`config.mk`:
```
export PLATFORM = sky130hd
export DESIGN_NAME = acr_config_bank
export DESIGN_NICKNAME = d
export VERILOG_FILES = /design/src/acr_pkg.sv /design/src/acr_config_bank.sv
export VERILOG_INCLUDE_DIRS = /design/src /design/src/src
export SDC_FILE = /design/constraint.sdc
export NUM_CORES = 1
export LEC_CHECK = 0
export BUFFER_PORTS_ARGS = -buffer_cell sky130_fd_sc_hd__buf_2
export CAP_MARGIN = 20
export CORE_MARGIN = 2
export CORE_UTILIZATION = 50
export DETAILED_ROUTE_END_ITERATION = 8
export GPL_TIMING_DRIVEN = 0
export PLACE_DENSITY = 0.73
export REMOVE_ABC_BUFFERS = 1
export SLEW_MARGIN = 20
export SYNTH_ARGS = -nofsm -noshare
export SYNTH_HDL_FRONTEND = slang
export SYNTH_SLANG_ARGS = --single-unit
```
`constraint.sdc`:
```
create_clock -name clk_i -period 2.9 [get_ports clk_i]
set_input_delay 0.58 -clock clk_i [delete_from_list [all_inputs] [get_ports clk_i]]
set_output_delay 0.58 -clock clk_i [all_outputs]
set_load 0.1 [all_outputs]
```
`src/acr_consts.svh`:
```
`ifndef ACR_CONSTS_SVH
`define ACR_CONSTS_SVH

// Serial word layout.
`define ACR_WORD_BITS       24
`define ACR_LAST_BIT        5'h17
`define ACR_ADDR_MSB        23
`define ACR_ADDR_LSB        16

// Register addresses.
`define ACR_ADDR_SOFT_RESET 8'h00
`define ACR_ADDR_POWER      8'h0F
`define ACR_ADDR_DRIVE      8'h11
`define ACR_ADDR_TERM       8'h12
`define ACR_ADDR_SWAP       8'h24
`define ACR_ADDR_PATTERN    8'h25
`define ACR_ADDR_CODE_ONE   8'h26
`define ACR_ADDR_CODE_TWO   8'h27
`define ACR_ADDR_GAIN       8'h2A

// Writable bits of each register; all other bits stay zero.
`define ACR_MASK_POWER      16'h0F7F
`define ACR_MASK_DRIVE      16'h073F
`define ACR_MASK_TERM       16'h473F
`define ACR_MASK_SWAP       16'h007F
`define ACR_MASK_PATTERN    16'h0070
`define ACR_MASK_CODE       16'hFF00
`define ACR_MASK_GAIN       16'hFFFF

// Reset values. Drive code 0 stands for 3.5 mA, gain code 0 for unity,
// pin function 0 for full power-down.
`define ACR_RST_POWER       16'h0000
`define ACR_RST_DRIVE       16'h0000
`define ACR_RST_TERM        16'h0000
`define ACR_RST_SWAP        16'h0000
`define ACR_RST_PATTERN     16'h0000
`define ACR_RST_CODE        16'h0000
`define ACR_RST_GAIN        16'h0000

// Field positions.
`define ACR_SOFT_RESET_BIT  0
`define ACR_TERM_EN_BIT     14
`define ACR_PAT_RAMP_BIT    6
`define ACR_PAT_ALT_BIT     5
`define ACR_PAT_CONST_BIT   4

`endif

```
`src/acr_pkg.sv`:
```
package acr_pkg;
  typedef enum logic [1:0] {
    PAT_NONE,
    PAT_RAMP,
    PAT_ALT,
    PAT_CONST
  } acr_pat_t;
endpackage
```
`src/acr_config_bank.sv`:
```
`timescale 1ns/10ps
`include "acr_consts.svh"
// Notes on behaviour
// RQ1: Soft reset bit restores defaults, self-clears.
// RQ2: Register 0x0F holds per-mode channel sleep bits.
// RQ3: Bits D11..D10 choose power-down pin function.
// RQ4: Register 0x11 holds three drive-current fields.
// RQ5: Bit D14 of 0x12 enables termination.
// RQ6: Register 0x12 holds three termination values.
// RQ7: Register 0x24 holds per-mode polarity swap bits.
// RQ8: Ramp bit replaces data with full-scale ramp.
// RQ9: Alternate bit toggles between both custom codes.
// RQ10: Constant bit outputs first custom code.
// RQ11: Register 0x26 high byte is first code.
// RQ12: Register 0x27 high byte is second code.
// RQ13: Register 0x2A holds four quad gain fields.
// RQ14: Host sets at most one pattern bit.
// RQ15: Unassigned bits read zero, ignore writes.
// RQ16: Word is 8 address then 16 data bits.
// RQ17: Commit on every 24th rising serial edge.
// RQ18: Host cycles power-down bit during start-up.
module acr_config_bank (
  input  wire logic       clk_i,
  input  wire logic       reset_i,
  input  wire logic       serial_clock_i,
  input  wire logic       serial_config_input_i,
  input  wire logic       serial_config_select_n_i,
  input  wire logic       powerdown_input_pin_i,
  input  wire logic [7:0] conv_data_i,
  input  wire logic       sample_strobe_i,
  output logic      [3:0] quad_channel_nap_o,
  output logic      [1:0] dual_channel_nap_o,
  output logic            single_channel_nap_o,
  output logic            chip_sleep_o,
  output logic            full_power_off_request_o,
  output logic      [1:0] powerdown_pin_function_o,
  output logic            powerdown_pin_level_o,
  output logic      [2:0] bit_clock_drive_o,
  output logic      [2:0] frame_clock_drive_o,
  output logic      [2:0] data_drive_o,
  output logic            term_enable_o,
  output logic      [2:0] bit_clock_term_o,
  output logic      [2:0] frame_clock_term_o,
  output logic      [2:0] data_term_o,
  output logic      [3:0] quad_polarity_swap_o,
  output logic      [1:0] dual_polarity_swap_o,
  output logic            single_polarity_swap_o,
  output logic      [7:0] first_pattern_code_o,
  output logic      [7:0] second_pattern_code_o,
  output logic      [3:0] quad_gain_lane_one_o,
  output logic      [3:0] quad_gain_lane_two_o,
  output logic      [3:0] quad_gain_lane_three_o,
  output logic      [3:0] quad_gain_lane_four_o,
  output logic      [7:0] out_word_o,
  output logic            out_valid_o
);

  logic [15:0] power_sleep_control;
  logic [15:0] output_drive_strength;
  logic [15:0] output_termination;
  logic [15:0] input_polarity_swap;
  logic [15:0] test_pattern_select;
  logic [15:0] custom_code_first;
  logic [15:0] custom_code_second;
  logic [15:0] quad_coarse_gain;
  logic        sclk_prev;
  logic [22:0] shift;
  logic [4:0]  bit_count;
  logic [7:0]  ramp_value;
  logic        alt_second;
  logic        pin_level;

  // Serial clock is compared with its registered copy; a rise is seen in the first cycle the pin reads high.
  wire                  sclk_rise  = serial_clock_i && !sclk_prev;
  wire                  shift_en   = sclk_rise && !serial_config_select_n_i;
  wire                  last_bit   = bit_count == `ACR_LAST_BIT;
  wire                  commit     = shift_en && last_bit;
  wire [23:0]           word       = {shift, serial_config_input_i};
  wire [7:0]            wr_addr    = word[`ACR_ADDR_MSB:`ACR_ADDR_LSB];
  wire [15:0]           wr_data    = word[15:0];
  wire                  soft_reset = commit && wr_addr == `ACR_ADDR_SOFT_RESET
                                     && wr_data[`ACR_SOFT_RESET_BIT];
  wire                  clear_all  = reset_i || soft_reset;
  wire [4:0]            next_count = last_bit ? 5'h00 : bit_count + 5'h01;

  wire wr_power   = commit && wr_addr == `ACR_ADDR_POWER;
  wire wr_drive   = commit && wr_addr == `ACR_ADDR_DRIVE;
  wire wr_term    = commit && wr_addr == `ACR_ADDR_TERM;
  wire wr_swap    = commit && wr_addr == `ACR_ADDR_SWAP;
  wire wr_pattern = commit && wr_addr == `ACR_ADDR_PATTERN;
  wire wr_code1   = commit && wr_addr == `ACR_ADDR_CODE_ONE;
  wire wr_code2   = commit && wr_addr == `ACR_ADDR_CODE_TWO;
  wire wr_gain    = commit && wr_addr == `ACR_ADDR_GAIN;

  // Ramp wins over the two code modes if the host sets more than one bit.
  acr_pkg::acr_pat_t pat_mode;
  assign pat_mode = test_pattern_select[`ACR_PAT_RAMP_BIT] ? acr_pkg::PAT_RAMP : //RQ8
                    test_pattern_select[`ACR_PAT_ALT_BIT] ? acr_pkg::PAT_ALT :   //RQ9
                    test_pattern_select[`ACR_PAT_CONST_BIT] ? acr_pkg::PAT_CONST :
                    acr_pkg::PAT_NONE;                                          //RQ10

  logic [7:0] next_word;
  always_comb begin
    case (pat_mode)
      acr_pkg::PAT_RAMP:  next_word = ramp_value;
      acr_pkg::PAT_ALT:   next_word = alt_second ? second_pattern_code_o
                                                 : first_pattern_code_o;
      acr_pkg::PAT_CONST: next_word = first_pattern_code_o;
      default:            next_word = conv_data_i;
    endcase
  end

  always_ff @(posedge clk_i) begin
    if (reset_i) begin
      sclk_prev <= 1'b0;
      shift     <= 23'h000000;
      bit_count <= 5'h00;
    end else begin
      sclk_prev <= serial_clock_i;
      if (serial_config_select_n_i) begin
        bit_count <= 5'h00;
      end else if (shift_en) begin
        shift     <= word[22:0]; //RQ16
        bit_count <= next_count; //RQ17
      end
    end
  end

  // The soft reset bit is never stored, so it is clear after the write.
  always_ff @(posedge clk_i) begin
    if (clear_all) begin //RQ1
      power_sleep_control   <= `ACR_RST_POWER;
      output_drive_strength <= `ACR_RST_DRIVE;
      output_termination    <= `ACR_RST_TERM;
      input_polarity_swap   <= `ACR_RST_SWAP;
      test_pattern_select   <= `ACR_RST_PATTERN;
      custom_code_first     <= `ACR_RST_CODE;
      custom_code_second    <= `ACR_RST_CODE;
      quad_coarse_gain      <= `ACR_RST_GAIN;
    end else begin
      if (wr_power) power_sleep_control <= wr_data & `ACR_MASK_POWER; //RQ2 RQ3 RQ15
      if (wr_drive) output_drive_strength <= wr_data & `ACR_MASK_DRIVE; //RQ4
      if (wr_term) output_termination <= wr_data & `ACR_MASK_TERM; //RQ5 RQ6
      if (wr_swap) input_polarity_swap <= wr_data & `ACR_MASK_SWAP; //RQ7
      if (wr_pattern) test_pattern_select <= wr_data & `ACR_MASK_PATTERN;
      if (wr_code1) custom_code_first <= wr_data & `ACR_MASK_CODE; //RQ11
      if (wr_code2) custom_code_second <= wr_data & `ACR_MASK_CODE; //RQ12
      if (wr_gain) quad_coarse_gain <= wr_data & `ACR_MASK_GAIN; //RQ13
    end
  end

  // Pattern generator advances once per output word.
  always_ff @(posedge clk_i) begin
    if (reset_i) begin
      ramp_value  <= 8'h00;
      alt_second  <= 1'b0;
      out_word_o  <= 8'h00;
      out_valid_o <= 1'b0;
      pin_level   <= 1'b0;
    end else begin
      pin_level   <= powerdown_input_pin_i;
      out_valid_o <= sample_strobe_i;
      if (sample_strobe_i) begin
        out_word_o <= next_word;
        ramp_value <= (pat_mode == acr_pkg::PAT_RAMP) ? ramp_value + 8'h01 : 8'h00; //RQ8
        alt_second <= (pat_mode == acr_pkg::PAT_ALT) && !alt_second; //RQ9
      end
    end
  end

  assign quad_channel_nap_o       = power_sleep_control[3:0];
  assign dual_channel_nap_o       = power_sleep_control[5:4];
  assign single_channel_nap_o     = power_sleep_control[6];
  assign chip_sleep_o             = power_sleep_control[8];
  assign full_power_off_request_o = power_sleep_control[9];
  assign powerdown_pin_function_o = power_sleep_control[11:10];
  assign powerdown_pin_level_o    = pin_level;
  assign bit_clock_drive_o        = output_drive_strength[2:0];
  assign frame_clock_drive_o      = output_drive_strength[5:3];
  assign data_drive_o             = output_drive_strength[10:8];
  assign term_enable_o            = output_termination[`ACR_TERM_EN_BIT];
  assign bit_clock_term_o         = output_termination[2:0];
  assign frame_clock_term_o       = output_termination[5:3];
  assign data_term_o              = output_termination[10:8];
  assign quad_polarity_swap_o     = input_polarity_swap[3:0];
  assign dual_polarity_swap_o     = input_polarity_swap[5:4];
  assign single_polarity_swap_o   = input_polarity_swap[6];
  assign first_pattern_code_o     = custom_code_first[15:8];
  assign second_pattern_code_o    = custom_code_second[15:8];
  assign quad_gain_lane_one_o     = quad_coarse_gain[3:0];
  assign quad_gain_lane_two_o     = quad_coarse_gain[7:4];
  assign quad_gain_lane_three_o   = quad_coarse_gain[11:8];
  assign quad_gain_lane_four_o    = quad_coarse_gain[15:12];
endmodule

```
==> impl_metrics.tcl <==
set metrics [dict create \
    numClockSinks 120 \
    cts_tree "done" \
    placement.io_buffers 93 \
    worst_hold_slack_ns 0.274 \
    grt_first_pass_wirelength_mm 18.2 \
    grt_start_max_net_pins 45 \
    cp-start-kind "flop" \
    finalWeightedCongestion 0.769 \
    cts-hold-fix-buffers 0 \
    postRouteWirelength_mm 11.2 \
    clock_insertion_delay_worst_skew_ns 0.52 \
    cellLeakagePower_nw 2.64 \
    yosys.cell_types.count 39 \
    drt-pass1-iter-count 4 \
    critical_path_cell_sequence "nor3b_2 -> buf_4 -> nand4_1 -> o21bai_4 -> buf_16 -> buf_16 -> nor2_1" \
    drt.antenna.violating_nets 0 \
    synth_warnings 0 \
    grt.total_usage 0.223 \
    cts-buffers-inserted 17 \
    whs_path_depth 2 \
    dr.first_iter.drc_count 163 \
    die_area_sq_mm 0.0105 \
    setup_violations 0 \
    worst-endpoint-required_ns 3.30 \
    cp.depth 7 \
    placementRows 36 \
    mapped_cells 513 \
    max_slew_margin 0.388 \
    crit_slowest_cell "sky130_fd_sc_hd__o21bai_4" \
    path_class "reg -> reg" \
    fmaxAchievable_ghz 0.397 \
    grt_antenna_before_repair 0 \
    cp_slowest_stage_delay_ns 0.56 \
    result_of_the_run "finished clean" \
    post_cts.resized_instances 0 \
    clk_path_buf_depth 2 \
    number_of_global_route_vias_before_repair 3675 \
    critical_path.endpoint_type "flop" \
    cpMostUsedCell "sky130_fd_sc_hd__buf_16" \
    core_area_sq_mm 0.00959 \
    worst_clock_skew_ns 0.00969 \
    r2r_cells 7 \
    clk_transition_reported_paths_ns 0.06 \
    place_hpwl_mm 7.43 \
    area.growth.synth_to_final_pct 23.0 \
    finish.utilization 0.624 \
    rsz0062_at_grt "false" \
    tightest_slew_ns 0.915 \
    antenna-diode-count 0 \
    report.final.slew_viol_count 0 \
    setup_total_negative_slack_ns 0 \
    ys_seq_area_frac 0.494 \
    power.ir.vdd_worst_uv 430 \
    p_per_area_mw_per_mm2 616 \
    route.vias.total 3913 \
    minimum_clock_period_after_layout_ns 2.52 \
    clock_tree.htree_level_count 4 \
    dieHeight_um 103 \
    drive_above_1_share 0.253 \
    period_share 0.868 \
    post_synth_instance_area_sq_mm 0.00487 \
    globalRoute.totalOverflow 0 \
    worstPathBufferInverterCount 3 \
    final_hold_violation_count 0 \
    critical_path_s_top_delay_family "simple AND/OR/NAND/NOR gates" \
    synth_area_per_cell_sq_um 9.49 \
    pin_count 94 \
    crit_arrival_ns 2.92 \
    num-nets-final 609 \
    avgRoutedWirePerCell_um 15.2 \
    worstHoldPathType "in -> reg" \
    crit_path_max_fo 30 \
    cts_root_buf "sky130_fd_sc_hd__clkbuf_8" \
    vias_per_cell 5.30 \
    synth_seq_cells 120 \
    postCtsSetupBuffers 0 \
    initial_utilization 0.507 \
    die-width_um 103 \
    number_of_violations_of_the_max_capacitance_limit 0 \
    route.detailed.drc 0 \
]
==> registers in the layout, indices dropped and copies added (netlist names), 3 cells and up <==
| name | cells |
|---|---|
| bit_count | 5 |
| custom_code_first | 8 |
| custom_code_second | 8 |
| input_polarity_swap | 7 |
| out_word_o | 8 |
| output_drive_strength | 9 |
| output_termination | 10 |
| power_sleep_control | 11 |
| quad_coarse_gain | 16 |
| ramp_value | 8 |
| shift | 23 |
| test_pattern_select | 3 |
==> layout make-up <==
cell class                 count  area (sq um)
clock buffer                  18           418
inverter                       2          7.51
tap                          133           166
timing repair buffer         102           573
multi-input combinational    349          2300
fill                         801          3610
sequential                   120          2400
clock inverter                14           118
==> synth_stat cells <==
cell type / number / area [sq um]
sky130_fd_sc_hd__o21ai_0: 2 / 10.0
sky130_fd_sc_hd__nor4b_1: 3 / 26.3
sky130_fd_sc_hd__nor4_4: 2 / 42.5
sky130_fd_sc_hd__o21bai_1: 1 / 7.51
sky130_fd_sc_hd__and4b_1: 1 / 10.0
sky130_fd_sc_hd__a21oi_1: 35 / 175
sky130_fd_sc_hd__or4b_4: 1 / 13.8
sky130_fd_sc_hd__nand4b_1: 2 / 17.5
sky130_fd_sc_hd__clkbuf_1: 30 / 113
sky130_fd_sc_hd__inv_1: 2 / 7.51
sky130_fd_sc_hd__buf_4: 1 / 7.51
sky130_fd_sc_hd__nor4_1: 2 / 12.5
sky130_fd_sc_hd__buf_1: 3 / 11.3
sky130_fd_sc_hd__nor4bb_1: 4 / 40.0
sky130_fd_sc_hd__dfxtp_1: 120 / 2400
sky130_fd_sc_hd__nand3b_1: 1 / 7.51
sky130_fd_sc_hd__nor3_1: 5 / 25.0
sky130_fd_sc_hd__nor2_2: 10 / 62.6
sky130_fd_sc_hd__a211oi_1: 9 / 67.6
sky130_fd_sc_hd__nand2_1: 51 / 191
sky130_fd_sc_hd__nand3_1: 2 / 10.0
sky130_fd_sc_hd__a21o_1: 1 / 7.51
sky130_fd_sc_hd__o32ai_1: 8 / 70.1
sky130_fd_sc_hd__buf_2: 7 / 35.0
sky130_fd_sc_hd__and3_1: 1 / 6.26
sky130_fd_sc_hd__buf_6: 1 / 11.3
sky130_fd_sc_hd__or3_2: 1 / 7.51
sky130_fd_sc_hd__nor2_1: 76 / 285
sky130_fd_sc_hd__ha_1: 2 / 25.0
sky130_fd_sc_hd__xor2_1: 5 / 43.8
sky130_fd_sc_hd__nand4bb_1: 1 / 11.3
sky130_fd_sc_hd__or3_1: 4 / 25.0
sky130_fd_sc_hd__or3b_2: 2 / 17.5
sky130_fd_sc_hd__mux2_2: 1 / 11.3
sky130_fd_sc_hd__nand4_1: 10 / 62.6
sky130_fd_sc_hd__nor3b_1: 10 / 75.1
sky130_fd_sc_hd__nor2b_1: 3 / 18.8
sky130_fd_sc_hd__mux2i_1: 83 / 831
sky130_fd_sc_hd__nand2b_1: 10 / 62.6
==> layer usage <==
layer | up-vias | share of wire | GRT usage
met5 | - | 0 | 0
met4 | 0 | 0.0069 | 0.0667
met3 | 6 | 0.064 | 0.0807
met2 | 103 | 0.47 | 0.359
met1 | 1875 | 0.46 | 0.282
li1 | 1929 | - | -
==> where the power goes <==
part / total, mW / switching, mW / internal (mW)
sequential: 1.66 / 0.00598 / 1.66
clock: 1.86 / 0.796 / 1.07
combinational: 0.156 / 0.119 / 0.0369
total: 3.69 / 0.921 / 2.76
==> final timing paths <==
check	end	slack (ns)	from
worst max-delay path	output_drive_strength[8]	0.38	sclk_prev
worst max register to register	output_drive_strength[8]	0.38	sclk_prev
worst min register to register	out_word_o[4]	0.48	out_word_o[4]
worst min-delay path	powerdown_pin_level_o	0.27	powerdown_input_pin_i
==> metrics by stage <==
| stage | setup WS (ns) | power (mW) | instances | instance area (sq um) |
|---|---|---|---|---|
| 3_5_place_dp | -0.0258 | 1.86 | 706 | 5450 |
| 2_1_floorplan | -2.70 | 1.80 | 471 | 4690 |
| 6_report | 0.384 | 3.69 | 738 | 5990 |
| 4_1_cts | 0.359 | 3.72 | 738 | 5990 |
| 5_1_grt | 0.205 | 3.80 | 738 | 5990 |
| 3_3_place_gp | -5.08 | 1.84 | 697 | 5320 |
==> cells in the final DEF (no fill, tap or decap), types with 10 or more instances in the layout <==
cell type,n
sky130_fd_sc_hd__dfxtp_1,120
sky130_fd_sc_hd__buf_2,96
sky130_fd_sc_hd__clkbuf_16,16
sky130_fd_sc_hd__a21oi_1,35
sky130_fd_sc_hd__nand4_1,10
sky130_fd_sc_hd__nor2_2,10
sky130_fd_sc_hd__nand2b_1,10
sky130_fd_sc_hd__mux2i_1,83
sky130_fd_sc_hd__nor2_1,76
sky130_fd_sc_hd__nand2_1,51
==> cell families (layout without fill, tap and decap cells) <==
family	after synthesis	count (layout)	synth area share
multiplexers	84	84	0.173
AND/OR/NAND/NOR	202	202	0.212
adder cells (fa/ha/maj)	2	2	0.00514
buffers and inverters	44	136	0.0380
flip-flops	120	120	0.494
XOR/XNOR	5	5	0.00900
AO/OA/AOI/OAI	56	56	0.0694
No activity file was read; power rests on OpenSTA's default activity.
